--- config.mk ---
export PLATFORM = sky130hd
export DESIGN_NAME = fir_host
export DESIGN_NICKNAME = d
export VERILOG_FILES = /design/src/common/fir_pkg.sv /design/src/logic/fir_host.sv /design/src/logic/fir_sync.sv
export SDC_FILE = /design/constraint.sdc
export NUM_CORES = 1
export LEC_CHECK = 0
export BUFFER_PORTS_ARGS = -buffer_cell sky130_fd_sc_hd__buf_4
export CORE_ASPECT_RATIO = 0.75
export CORE_MARGIN = 10
export CORE_UTILIZATION = 60
export CTS_BUF_LIST = sky130_fd_sc_hd__clkbuf_8
export DETAILED_ROUTE_END_ITERATION = 16
export PLACE_DENSITY = 0.86
export SKIP_CTS_REPAIR_TIMING = 1
export SLEW_MARGIN = 0
export SYNTH_ARGS = -nofsm -noshare
export SYNTH_HDL_FRONTEND = slang
export SYNTH_SLANG_ARGS = --single-unit
--- constraint.sdc ---
create_clock -name clk_i -period 4 [get_ports clk_i]
set_input_delay 0.2 -clock clk_i [delete_from_list [all_inputs] [get_ports clk_i]]
set_output_delay 0.2 -clock clk_i [all_outputs]
set_load 0.02 [all_outputs]
--- src/common/fir_pkg.sv ---
// Shared constants and types for the flash information-read controller
package fir_pkg;

    // ------------------------------------------------------------
    // Timing
    // ------------------------------------------------------------
    localparam int CLK_PERIOD_NS = 4;
    localparam int T_WE_PULSE_NS = 50;
    localparam int T_ACCESS_NS = 100;
    localparam int T_RECOVER_NS = 30;
    localparam logic [7:0] WE_CYC = 8'((T_WE_PULSE_NS + CLK_PERIOD_NS - 1) / CLK_PERIOD_NS);
    localparam logic [7:0] ACC_CYC = 8'((T_ACCESS_NS + CLK_PERIOD_NS - 1) / CLK_PERIOD_NS + 2);
    localparam logic [7:0] GAP_CYC = 8'((T_RECOVER_NS + CLK_PERIOD_NS - 1) / CLK_PERIOD_NS);

    // ------------------------------------------------------------
    // Flash command bytes and layout
    // ------------------------------------------------------------
    localparam logic [7:0] CMD_READ_ARRAY = 8'hFF;
    localparam logic [7:0] CMD_READ_ID = 8'h90;
    localparam logic [7:0] CMD_READ_STATUS = 8'h70;
    localparam logic [7:0] CMD_CLEAR_STATUS = 8'h50;
    localparam logic [7:0] CMD_QUERY = 8'h98;
    localparam logic [7:0] CMD_MULTI_WRITE = 8'hE8;
    localparam logic [15:0] ID_BLOCK_OFS = 16'h0004;
    localparam int READY_BIT = 7;
    localparam int ADDR_W = 21;
    localparam int DATA_W = 16;

    // ------------------------------------------------------------
    // Controller registers (byte addresses) and fields
    // ------------------------------------------------------------
    localparam logic [7:0] REG_CTRL = 8'h00;
    localparam logic [7:0] REG_OP = 8'h04;
    localparam logic [7:0] REG_ADDR = 8'h08;
    localparam logic [7:0] REG_RESULT = 8'h0C;
    localparam logic [7:0] REG_STATUS = 8'h10;
    localparam int CTRL_RP_BIT = 0;
    localparam int CTRL_WORD_BIT = 1;
    localparam logic [1:0] CTRL_RESET = 2'h3;

    typedef enum logic [2:0] {
        MODE_ARRAY = 3'h0,
        MODE_ID = 3'h1,
        MODE_STATUS = 3'h2,
        MODE_EXT = 3'h3,
        MODE_QUERY = 3'h4
    } fir_mode_t;

    typedef enum logic [2:0] {
        OP_ARRAY_READ = 3'h0,
        OP_ID_READ = 3'h1,
        OP_STATUS_READ = 3'h2,
        OP_EXT_READ = 3'h3,
        OP_CLEAR = 3'h4,
        OP_QUERY_READ = 3'h5,
        OP_BLOCK_READ = 3'h6,
        OP_RESET_ARRAY = 3'h7
    } fir_op_t;

    typedef enum logic [2:0] {
        S_IDLE = 3'h0,
        S_CMD = 3'h1,
        S_CMD_GAP = 3'h2,
        S_RD = 3'h3,
        S_RD_GAP = 3'h4
    } fir_state_t;

endpackage : fir_pkg

--- src/logic/fir_host.sv ---
// Host controller issuing information-read commands to a parallel flash
// Contract
// - Identifier mode lasts until another valid command; host writes one to leave.
// - Host trusts block status only while the ready flag reads 1.
// - Host raises output or chip enable between status reads.
// - Host rewrites multi-word write command to refresh extended status.
// - Info commands ignore program supply; reset/power-down pin must be high.
`timescale 1ns/1ps
module fir_host (
    input wire logic clk_i,
    input wire logic reset_i,
    input wire logic wb_cyc_i,
    input wire logic wb_stb_i,
    input wire logic wb_we_i,
    input wire logic [7:0] wb_adr_i,
    input wire logic [3:0] wb_sel_i,
    input wire logic [31:0] wb_dat_i,
    output logic [31:0] wb_dat_o,
    output logic wb_ack_o,
    output logic [20:0] flash_addr_o,
    output logic [15:0] flash_dq_o,
    output logic flash_dq_oe_o,
    input wire logic [15:0] flash_dq_i,
    output logic flash_ce_n_o,
    output logic flash_oe_n_o,
    output logic flash_we_n_o,
    output logic reset_powerdown_bar_o,
    output logic word_mode_o
);
    typedef struct packed {
        fir_pkg::fir_state_t st;
        fir_pkg::fir_mode_t mode;
        fir_pkg::fir_mode_t tgt;
        fir_pkg::fir_op_t op;
        logic [7:0] cnt;
        logic need_rd;
        logic rp;
        logic word;
        logic [20:0] addr;
        logic [20:0] pin_addr;
        logic [15:0] dq;
        logic dq_oe;
        logic ce_n;
        logic oe_n;
        logic we_n;
        logic [15:0] result;
        logic [7:0] sr;
        logic blk_valid;
        logic ack;
        logic [31:0] rdat;
    } fir_host_t;

    fir_host_t q;
    fir_host_t next_q;
    logic [15:0] dq_sync;

    // ------------------------------------------------------------
    // Pin input synchroniser
    // ------------------------------------------------------------
    fir_sync #(.W(16)) u_sync (
        .clk_i(clk_i),
        .reset_i(reset_i),
        .d_i(flash_dq_i),
        .q_o(dq_sync)
    );

    // ------------------------------------------------------------
    // Next-state logic: bus slave and flash cycle sequencer
    // ------------------------------------------------------------
    always_comb begin
        logic start;
        logic need_cmd;
        logic [7:0] cmd;
        fir_pkg::fir_op_t op;
        start = 1'b0;
        need_cmd = 1'b0;
        cmd = fir_pkg::CMD_READ_ARRAY;
        op = fir_pkg::fir_op_t'(wb_dat_i[2:0]);
        next_q = q;
        next_q.ack = 1'b0;
        // Single-cycle wishbone answer, one cycle after the strobe
        if (wb_cyc_i && wb_stb_i && !q.ack) begin
            next_q.ack = 1'b1;
            next_q.rdat = 32'h0000_0000;
            if (!wb_we_i) begin
                case (wb_adr_i)
                    fir_pkg::REG_CTRL: next_q.rdat = {30'h0, q.word, q.rp};
                    fir_pkg::REG_OP: next_q.rdat = {29'h0, q.op};
                    fir_pkg::REG_ADDR: next_q.rdat = {11'h0, q.addr};
                    fir_pkg::REG_RESULT: next_q.rdat = {16'h0, q.result};
                    fir_pkg::REG_STATUS: next_q.rdat = {16'h0, q.sr, 3'h0, q.blk_valid,
                                                        q.mode, q.st != fir_pkg::S_IDLE};
                    default: next_q.rdat = 32'h0000_0000;
                endcase
            end else begin
                case (wb_adr_i)
                    fir_pkg::REG_CTRL: begin
                        if (wb_sel_i[0]) begin
                            next_q.rp = wb_dat_i[fir_pkg::CTRL_RP_BIT];
                            next_q.word = wb_dat_i[fir_pkg::CTRL_WORD_BIT];
                        end
                    end
                    fir_pkg::REG_ADDR: begin
                        // Byte lanes; the top lane carries only five address bits
                        if (wb_sel_i[0]) next_q.addr[7:0] = wb_dat_i[7:0];
                        if (wb_sel_i[1]) next_q.addr[15:8] = wb_dat_i[15:8];
                        if (wb_sel_i[2]) next_q.addr[20:16] = wb_dat_i[20:16];
                    end
                    fir_pkg::REG_OP: begin
                        // Commands only while idle and the device is out of reset
                        start = wb_sel_i[0] && q.st == fir_pkg::S_IDLE && q.rp;
                    end
                    default: ;
                endcase
            end
        end

        // Flash cycle sequencer
        case (q.st)
            fir_pkg::S_IDLE: begin
                if (start) begin
                    next_q.op = op;
                    next_q.need_rd = 1'b1;
                    next_q.pin_addr = q.addr;
                    next_q.tgt = q.mode;
                    case (op)
                        fir_pkg::OP_ARRAY_READ: begin
                            need_cmd = q.mode != fir_pkg::MODE_ARRAY;
                            cmd = fir_pkg::CMD_READ_ARRAY;
                            next_q.tgt = fir_pkg::MODE_ARRAY;
                        end
                        fir_pkg::OP_ID_READ, fir_pkg::OP_BLOCK_READ: begin
                            // Mode persists, so a repeat skips the command
                            need_cmd = q.mode != fir_pkg::MODE_ID;
                            cmd = fir_pkg::CMD_READ_ID;
                            next_q.tgt = fir_pkg::MODE_ID;
                            if (op == fir_pkg::OP_BLOCK_READ) begin
                                next_q.pin_addr = {q.addr[4:0], fir_pkg::ID_BLOCK_OFS};
                            end
                        end
                        fir_pkg::OP_STATUS_READ: begin
                            need_cmd = q.mode != fir_pkg::MODE_STATUS;
                            cmd = fir_pkg::CMD_READ_STATUS;
                            next_q.tgt = fir_pkg::MODE_STATUS;
                        end
                        fir_pkg::OP_EXT_READ: begin
                            need_cmd = 1'b1;
                            cmd = fir_pkg::CMD_MULTI_WRITE;
                            next_q.tgt = fir_pkg::MODE_EXT;
                        end
                        fir_pkg::OP_CLEAR: begin
                            need_cmd = 1'b1;
                            cmd = fir_pkg::CMD_CLEAR_STATUS;
                            next_q.need_rd = 1'b0;
                        end
                        fir_pkg::OP_QUERY_READ: begin
                            need_cmd = q.mode != fir_pkg::MODE_QUERY;
                            cmd = fir_pkg::CMD_QUERY;
                            next_q.tgt = fir_pkg::MODE_QUERY;
                            next_q.pin_addr = {q.addr[19:0], 1'b0};
                        end
                        default: begin
                            need_cmd = 1'b1;
                            cmd = fir_pkg::CMD_READ_ARRAY;
                            next_q.tgt = fir_pkg::MODE_ARRAY;
                            next_q.need_rd = 1'b0;
                        end
                    endcase
                    next_q.ce_n = 1'b0;
                    if (need_cmd) begin
                        next_q.st = fir_pkg::S_CMD;
                        next_q.we_n = 1'b0;
                        next_q.dq_oe = 1'b1;
                        next_q.dq = {8'h00, cmd};
                        next_q.cnt = fir_pkg::WE_CYC;
                    end else begin
                        next_q.st = fir_pkg::S_RD;
                        next_q.oe_n = 1'b0;
                        next_q.cnt = fir_pkg::ACC_CYC;
                    end
                end
            end
            fir_pkg::S_CMD: begin
                next_q.cnt = q.cnt - 8'h01;
                if (q.cnt == 8'h01) begin
                    next_q.we_n = 1'b1;
                    next_q.ce_n = 1'b1;
                    next_q.mode = q.tgt;
                    next_q.st = fir_pkg::S_CMD_GAP;
                    next_q.cnt = fir_pkg::GAP_CYC;
                end
            end
            fir_pkg::S_CMD_GAP: begin
                next_q.cnt = q.cnt - 8'h01;
                if (q.cnt == 8'h01) begin
                    next_q.dq_oe = 1'b0;
                    if (q.need_rd) begin
                        next_q.st = fir_pkg::S_RD;
                        next_q.ce_n = 1'b0;
                        next_q.oe_n = 1'b0;
                        next_q.cnt = fir_pkg::ACC_CYC;
                    end else begin
                        next_q.st = fir_pkg::S_IDLE;
                    end
                end
            end
            fir_pkg::S_RD: begin
                next_q.cnt = q.cnt - 8'h01;
                if (q.cnt == 8'h01) begin
                    next_q.result = dq_sync;
                    // Query data sit on the low byte only
                    if (q.op == fir_pkg::OP_QUERY_READ || !q.word) begin
                        next_q.result = {8'h00, dq_sync[7:0]};
                    end
                    if (q.op == fir_pkg::OP_STATUS_READ) begin
                        next_q.sr = dq_sync[7:0];
                    end
                    if (q.op == fir_pkg::OP_BLOCK_READ) begin
                        next_q.blk_valid = q.sr[fir_pkg::READY_BIT];
                    end
                    // Enables rise so the next read relatches status
                    next_q.oe_n = 1'b1;
                    next_q.ce_n = 1'b1;
                    next_q.st = fir_pkg::S_RD_GAP;
                    next_q.cnt = fir_pkg::GAP_CYC;
                end
            end
            fir_pkg::S_RD_GAP: begin
                next_q.cnt = q.cnt - 8'h01;
                if (q.cnt == 8'h01) begin
                    next_q.st = fir_pkg::S_IDLE;
                end
            end
            default: next_q.st = fir_pkg::S_IDLE;
        endcase
        // Deep power-down drops the flash to array reads, so the mirror follows
        if (!q.rp) next_q.mode = fir_pkg::MODE_ARRAY;
    end

    // ------------------------------------------------------------
    // State register
    // ------------------------------------------------------------
    always_ff @(posedge clk_i) begin
        if (reset_i) begin
            q <= '0;
            q.rp <= fir_pkg::CTRL_RESET[fir_pkg::CTRL_RP_BIT];
            q.word <= fir_pkg::CTRL_RESET[fir_pkg::CTRL_WORD_BIT];
            q.ce_n <= 1'b1;
            q.oe_n <= 1'b1;
            q.we_n <= 1'b1;
        end else begin
            q <= next_q;
        end
    end

    // Pins and bus outputs straight from flops
    assign wb_ack_o = q.ack;
    assign wb_dat_o = q.rdat;
    assign flash_addr_o = q.pin_addr;
    assign flash_dq_o = q.dq;
    assign flash_dq_oe_o = q.dq_oe;
    assign flash_ce_n_o = q.ce_n;
    assign flash_oe_n_o = q.oe_n;
    assign flash_we_n_o = q.we_n;
    assign reset_powerdown_bar_o = q.rp;
    assign word_mode_o = q.word;
endmodule : fir_host

--- src/logic/fir_sync.sv ---
// Two-stage synchroniser for a bus of pin inputs
`timescale 1ns/1ps
module fir_sync #(
    parameter int W = 16
) (
    input wire logic clk_i,
    input wire logic reset_i,
    input wire logic [W-1:0] d_i,
    output logic [W-1:0] q_o
);
    logic [W-1:0] meta;
    logic [W-1:0] stable;

    // ------------------------------------------------------------
    // One flop pair per bit
    // ------------------------------------------------------------
    for (genvar i = 0; i < W; i++) begin : g_bit
        always_ff @(posedge clk_i) begin
            if (reset_i) begin
                meta[i] <= 1'b0;
                stable[i] <= 1'b0;
            end else begin
                meta[i] <= d_i[i];
                stable[i] <= meta[i];
            end
        end
    end

    assign q_o = stable;
endmodule : fir_sync

======== Word level (Yosys, flattened, before mapping) ========
Index checks and enable logic that the tools add are counted.
storage, ports and cells
  bits of input ports ..................... 65
  register bits ........................... 167
cells by class
  bitwise logic cells ..................... 1
  mux-type cells .......................... 41
  equality and inequality tests ........... 29
  reduce and logical (&&, ||, !) cells .... 37
  $add $sub $neg .......................... 1
operator list
  cell                                                 number
  one-hot mux 21 bit (5 select lines)                  1
  two-way mux 21 bit                                   2
  one-hot mux 21 bit (2 select lines)                  1
  one-hot mux 8 bit (5 select lines)                   1
  two-way mux 33 bit                                   1
  one-hot mux 8 bit (4 select lines)                   1
  one-hot mux 3 bit (5 select lines)                   2
  two-way mux 8 bit                                    3
  AND reduction 4 bit                                  6
  equality test 3 bit, second input constant           6
  equality test 8 x 4 -> 1 bit, second input constant  2
  two-way mux 16 bit                                   1
  equality test 3 x 2 -> 1 bit, second input constant  5
  two-way mux 3 bit                                    5
  != test 2 bit, second input constant                 6
  AND reduction 6 bit                                  2
  two-way mux 1 bit                                    10
  two-way mux 9 bit                                    1
  AND reduction 3 bit                                  3
  nonzero test 3 bit                                   3
  equality test 8 x 1 -> 1 bit, second input constant  1
  equality test 8 x 3 -> 1 bit, second input constant  1
  equality test 8 x 5 -> 1 bit, second input constant  1
  zero test 8 bit                                      1
  other kinds (24)                                     43

======== Logic depth before layout (Yosys ltp) ========
  depth after elaboration ................. 11
  gate-level depth with buffers ........... 7

======== Modules after synthesis ========
From an unflattened synthesis, not the netlist that was laid out.
unflattened totals
  cell total of the unflattened synthesis .. 787
  area total of the unflattened synthesis .. 6,922.9 µm²
modules (own cells, without submodules)
  module    times used  area an instance (µm²)  cells each
  fir_host  1           6,059.6                 720
  fir_sync  1           863.3                   67

======== Worst setup path before layout ========
Ideal clock, no wire load.
  path type ............................... reg2reg
  from .................................... reg q[123] in the netlist's numbering
  to ...................................... reg q[33] in the netlist's numbering
  stages on the path, launching flop included .. 7
  arrival time ............................ 1.802 ns
  clock period less this slack ............ 1.930 ns
  data required time ...................... 3.872 ns
  path slack .............................. 2.070 ns
  cells stage by stage .................... dfxtp_1 > ha_1 > or4b_4 > nor4_4 > nand4b_1 > mux2i_1 > nor2_1
on the way
  cells in the longest elaborated chain, start to end .. 2
RTL lines
  item                                  line             text
  start: declaration                    fir_host.sv:53   fir_host_t q;
  start signal: assignment              fir_host.sv:252  q <= next_q;
  equality test 8 x 1 -> 1 bit          fir_host.sv:209  if (q.cnt == 8'h01) begin
  AND reduction 3 bit (no source line)  -
Every way passes these cells.
A chain may end at the register's enable or synchronous reset.

======== Worst setup path after layout ========
  from .................................... reg q[123] in the netlist's numbering
  to ...................................... reg q[37] in the netlist's numbering
Same word-level chain as after synthesis.

==> reports/qor.csv <==
metric,value,unit
min_to,q[106]$_SDFFE_PP0P_,
crit_start,q[123]$_SDFFE_PP0P_,
dieHeight,114.0,um
setup_ws,1535,ps
worstSetupStartpointType,flip-flop,
tritoncts,yes,
arrival,2780,ps
vdd_drop_max,0.3337,mV
met2_usage,31.59,%
ys_seq_area_share,43.61,%
clk_latency,460,ps
grt_pass1_vias,5312,
endpoint_kind,flip-flop,
rows,34,
ant_nets,0,
cp.required,4320,ps
critical_path_class,reg -> reg,
final_nets,918,
synthFlopType,dfxtp_1,
finalHoldViolCount,4,
drive_above_1_share,18.86,%
dp_slack,1321,ps
ys_async_sr_fraction,0,%
fmax,405.8,MHz
clkTransAtPathRegs,100,ps
rsz0062_at_grt,false,
synthTopCellsByCount,"dfxtp_1 (154), nand2_1 (85), nor2_1 (80), buf_4 (70), a21oi_1 (43)",
synth_edf_count,0,
core,0.01157,mm2
drtPass1Iterations,5,
maxCapViolations,0,
htreeDepth,4,
clk_path_buf_depth,2,
drc_errors,0,
min-delay-start,wb_dat_i[7],
dieArea,0.01657,mm2
dp_hpwl,12.59,mm
routed_via_density,5.640,
ys_ff_latch,154,
clock_skew,16.60,ps
cts_root_buf,clkbuf_8,
yosys-top-cells-area,"dfxtp_1 (44%), buf_4 (7.4%), mux2i_1 (5.2%)",
power_density,366.6,mW/mm2
area_growth,14.71,%
diodes,0,
dieWidth,145.3,um
netlist.area_leader.share,43.61,%
slowest_delay,670,ps
crit_chain,ha_1 > nor4b_4 > nand4_4 > nor4_4 > mux2i_1 > nor2_1,
synthCells,790,
routedWlPerCell,17.25,um
synth.cell_area,0.007069,mm2
yosysMostFrequentCell,dfxtp_1,
initial_core_util,61.09,%
worstMarginPinSlew,1228,ps
gp_congestion,0.8967,
grt_pass1_wl,27.54,mm
grt.total_usage,20.23,%
min_path_cells,3,
yosysWarnings,0,
min_period,2465,ps
drt_iter0_drc,494,
use_met1,26.77,%
use_met3,4.709,%
synthDistinctLibCells,61,
status,"finished, violations left",
fillers,910,
cts_sinks,154,
numCtsBuffers,17,
violations,negative hold slack,
whs,-23.65,ps
overflow,0,
antenna_found_initial,0,
ios,141,
leakagePower,0.003306,uW
io_buffers,109,
post-route-period-util,61.61,%
finalSetupViolCount,0,
p_total,2972,uW
hp-class,in -> reg,
grt.busiest_layer,met2,
r2r_end,q[37]$_SDFFE_PP0P_,
multiInputGateArea,0.003296,mm2
r2r_start,q[123]$_SDFFE_PP0P_,
yosysTopAreaCell,dfxtp_1,
vias,5758,
relSlewSlack,17.77,%
drv_slew,0,
postSynthAreaPerCell,8.948,um2
crit_fanout,18,
r2r_setup_slack,1540,ps
grt_max_degree,81,
cp_slowest_cell,nor4_4,
rr_worst_depth,6,
fin_setup_tns,0,ps
finalWirelength,17.62,mm
ff_latch_area,0.003083,mm2
power breakdown:
group	switching, uW	internal, uW	total, uW
clock network	638	598	1240
registers	5.37	1550	1550
logic	108	75.5	184
worst max path at each step:
stage,end,slack [ps],cells after the start
detailed placement,q[127]$_SDFFE_PP0P_,1320,8
CTS,q[37]$_SDFFE_PP0P_,1540,6
global route,q[37]$_SDFFE_PP0P_,1320,5
global placement,q[127]$_SDFFE_PP0P_,1430,8
finish,q[37]$_SDFFE_PP0P_,1540,6
floorplan,q[33]$_SDFFE_PP0P_,2070,6
routing by layer:
layer | wire length, um | up-vias
met2 | 8198 | 264
met4 | 255 | 0
met5 | 0 | -
met3 | 1414 | 24
met1 | 7749 | 2669
li1 | - | 2801
through the flow:
| step | instances | util [%] | instance area (um2) |
|---|---|---|---|
| 2_1_floorplan | 808 | - | 7137 |
| 3_3_place_gp | 968 | 64.63 | 7478 |
| 3_5_place_dp | 968 | 64.63 | 7478 |
| 4_1_cts | 1000 | 68.26 | 7899 |
| 5_1_grt | 1021 | 70.08 | 8109 |
| 6_report | 1021 | 70.08 | 8109 |
logic make-up (layout without fill, tap and decap cells):
| kind of cell | after synthesis | in the layout | synth area share [%] |
|---|---|---|---|
| buf+inv | 127 | 178 | 10.73 |
| simple gates | 294 | 294 | 22.28 |
| compound gates | 168 | 168 | 16.60 |
| xor+xnor | 2 | 2 | 0.2478 |
| mux | 37 | 37 | 5.239 |
| flops | 154 | 154 | 43.61 |
| other cells | 1 | 19 | 0.05305 |
| fa+ha+maj | 7 | 7 | 1.239 |
layout make-up:
class / count / share of cell area (%)
clock inverters: 14 / 2.129
multi-input cells: 527 / 40.64
well taps: 162 / 2.500
flip-flops and latches: 154 / 38.02
clock buffers: 18 / 3.055
inverters: 11 / 0.5092
repair buffers: 135 / 13.15
sequential cells by signal (all words and copies together), names as in the netlist:
name / flops
q: 67
flash_addr_o: 21
wb_dat_o: 21
u_sync.meta: 16
u_sync.q_o: 16
flash_dq_o: 6
flash_ce_n_o: 1
flash_dq_oe_o: 1
flash_oe_n_o: 1
flash_we_n_o: 1
reset_powerdown_bar_o: 1
wb_ack_o: 1
word_mode_o: 1
cells in the final DEF, fill, tap and decap left out, types with 7 or more instances in the layout:
master	count
nor3b_1	8
nand2_1	85
dfxtp_1	154
o21ai_0	14
a22oi_1	31
nor2_1	80
ha_1	7
nor2b_1	39
mux2i_1	37
conb_1	19
a22o_1	25
a21oi_1	43
buf_4	114
dlygate4sd3_1	21
clkbuf_8	18
nand3_1	19
nor3_1	13
nand2b_1	9
a211oi_1	22
inv_1	11
worst max-delay path, delay by kind of cell, from the launching register on:
family | cells | cell delay (ps)
AND/OR/NAND/NOR | 4 | 1390
flip-flops | 1 | 420
multiplexers | 1 | 300
adder cells (fa/ha/maj) | 1 | 210
Note: power is estimated with default switching activity, not from simulation.
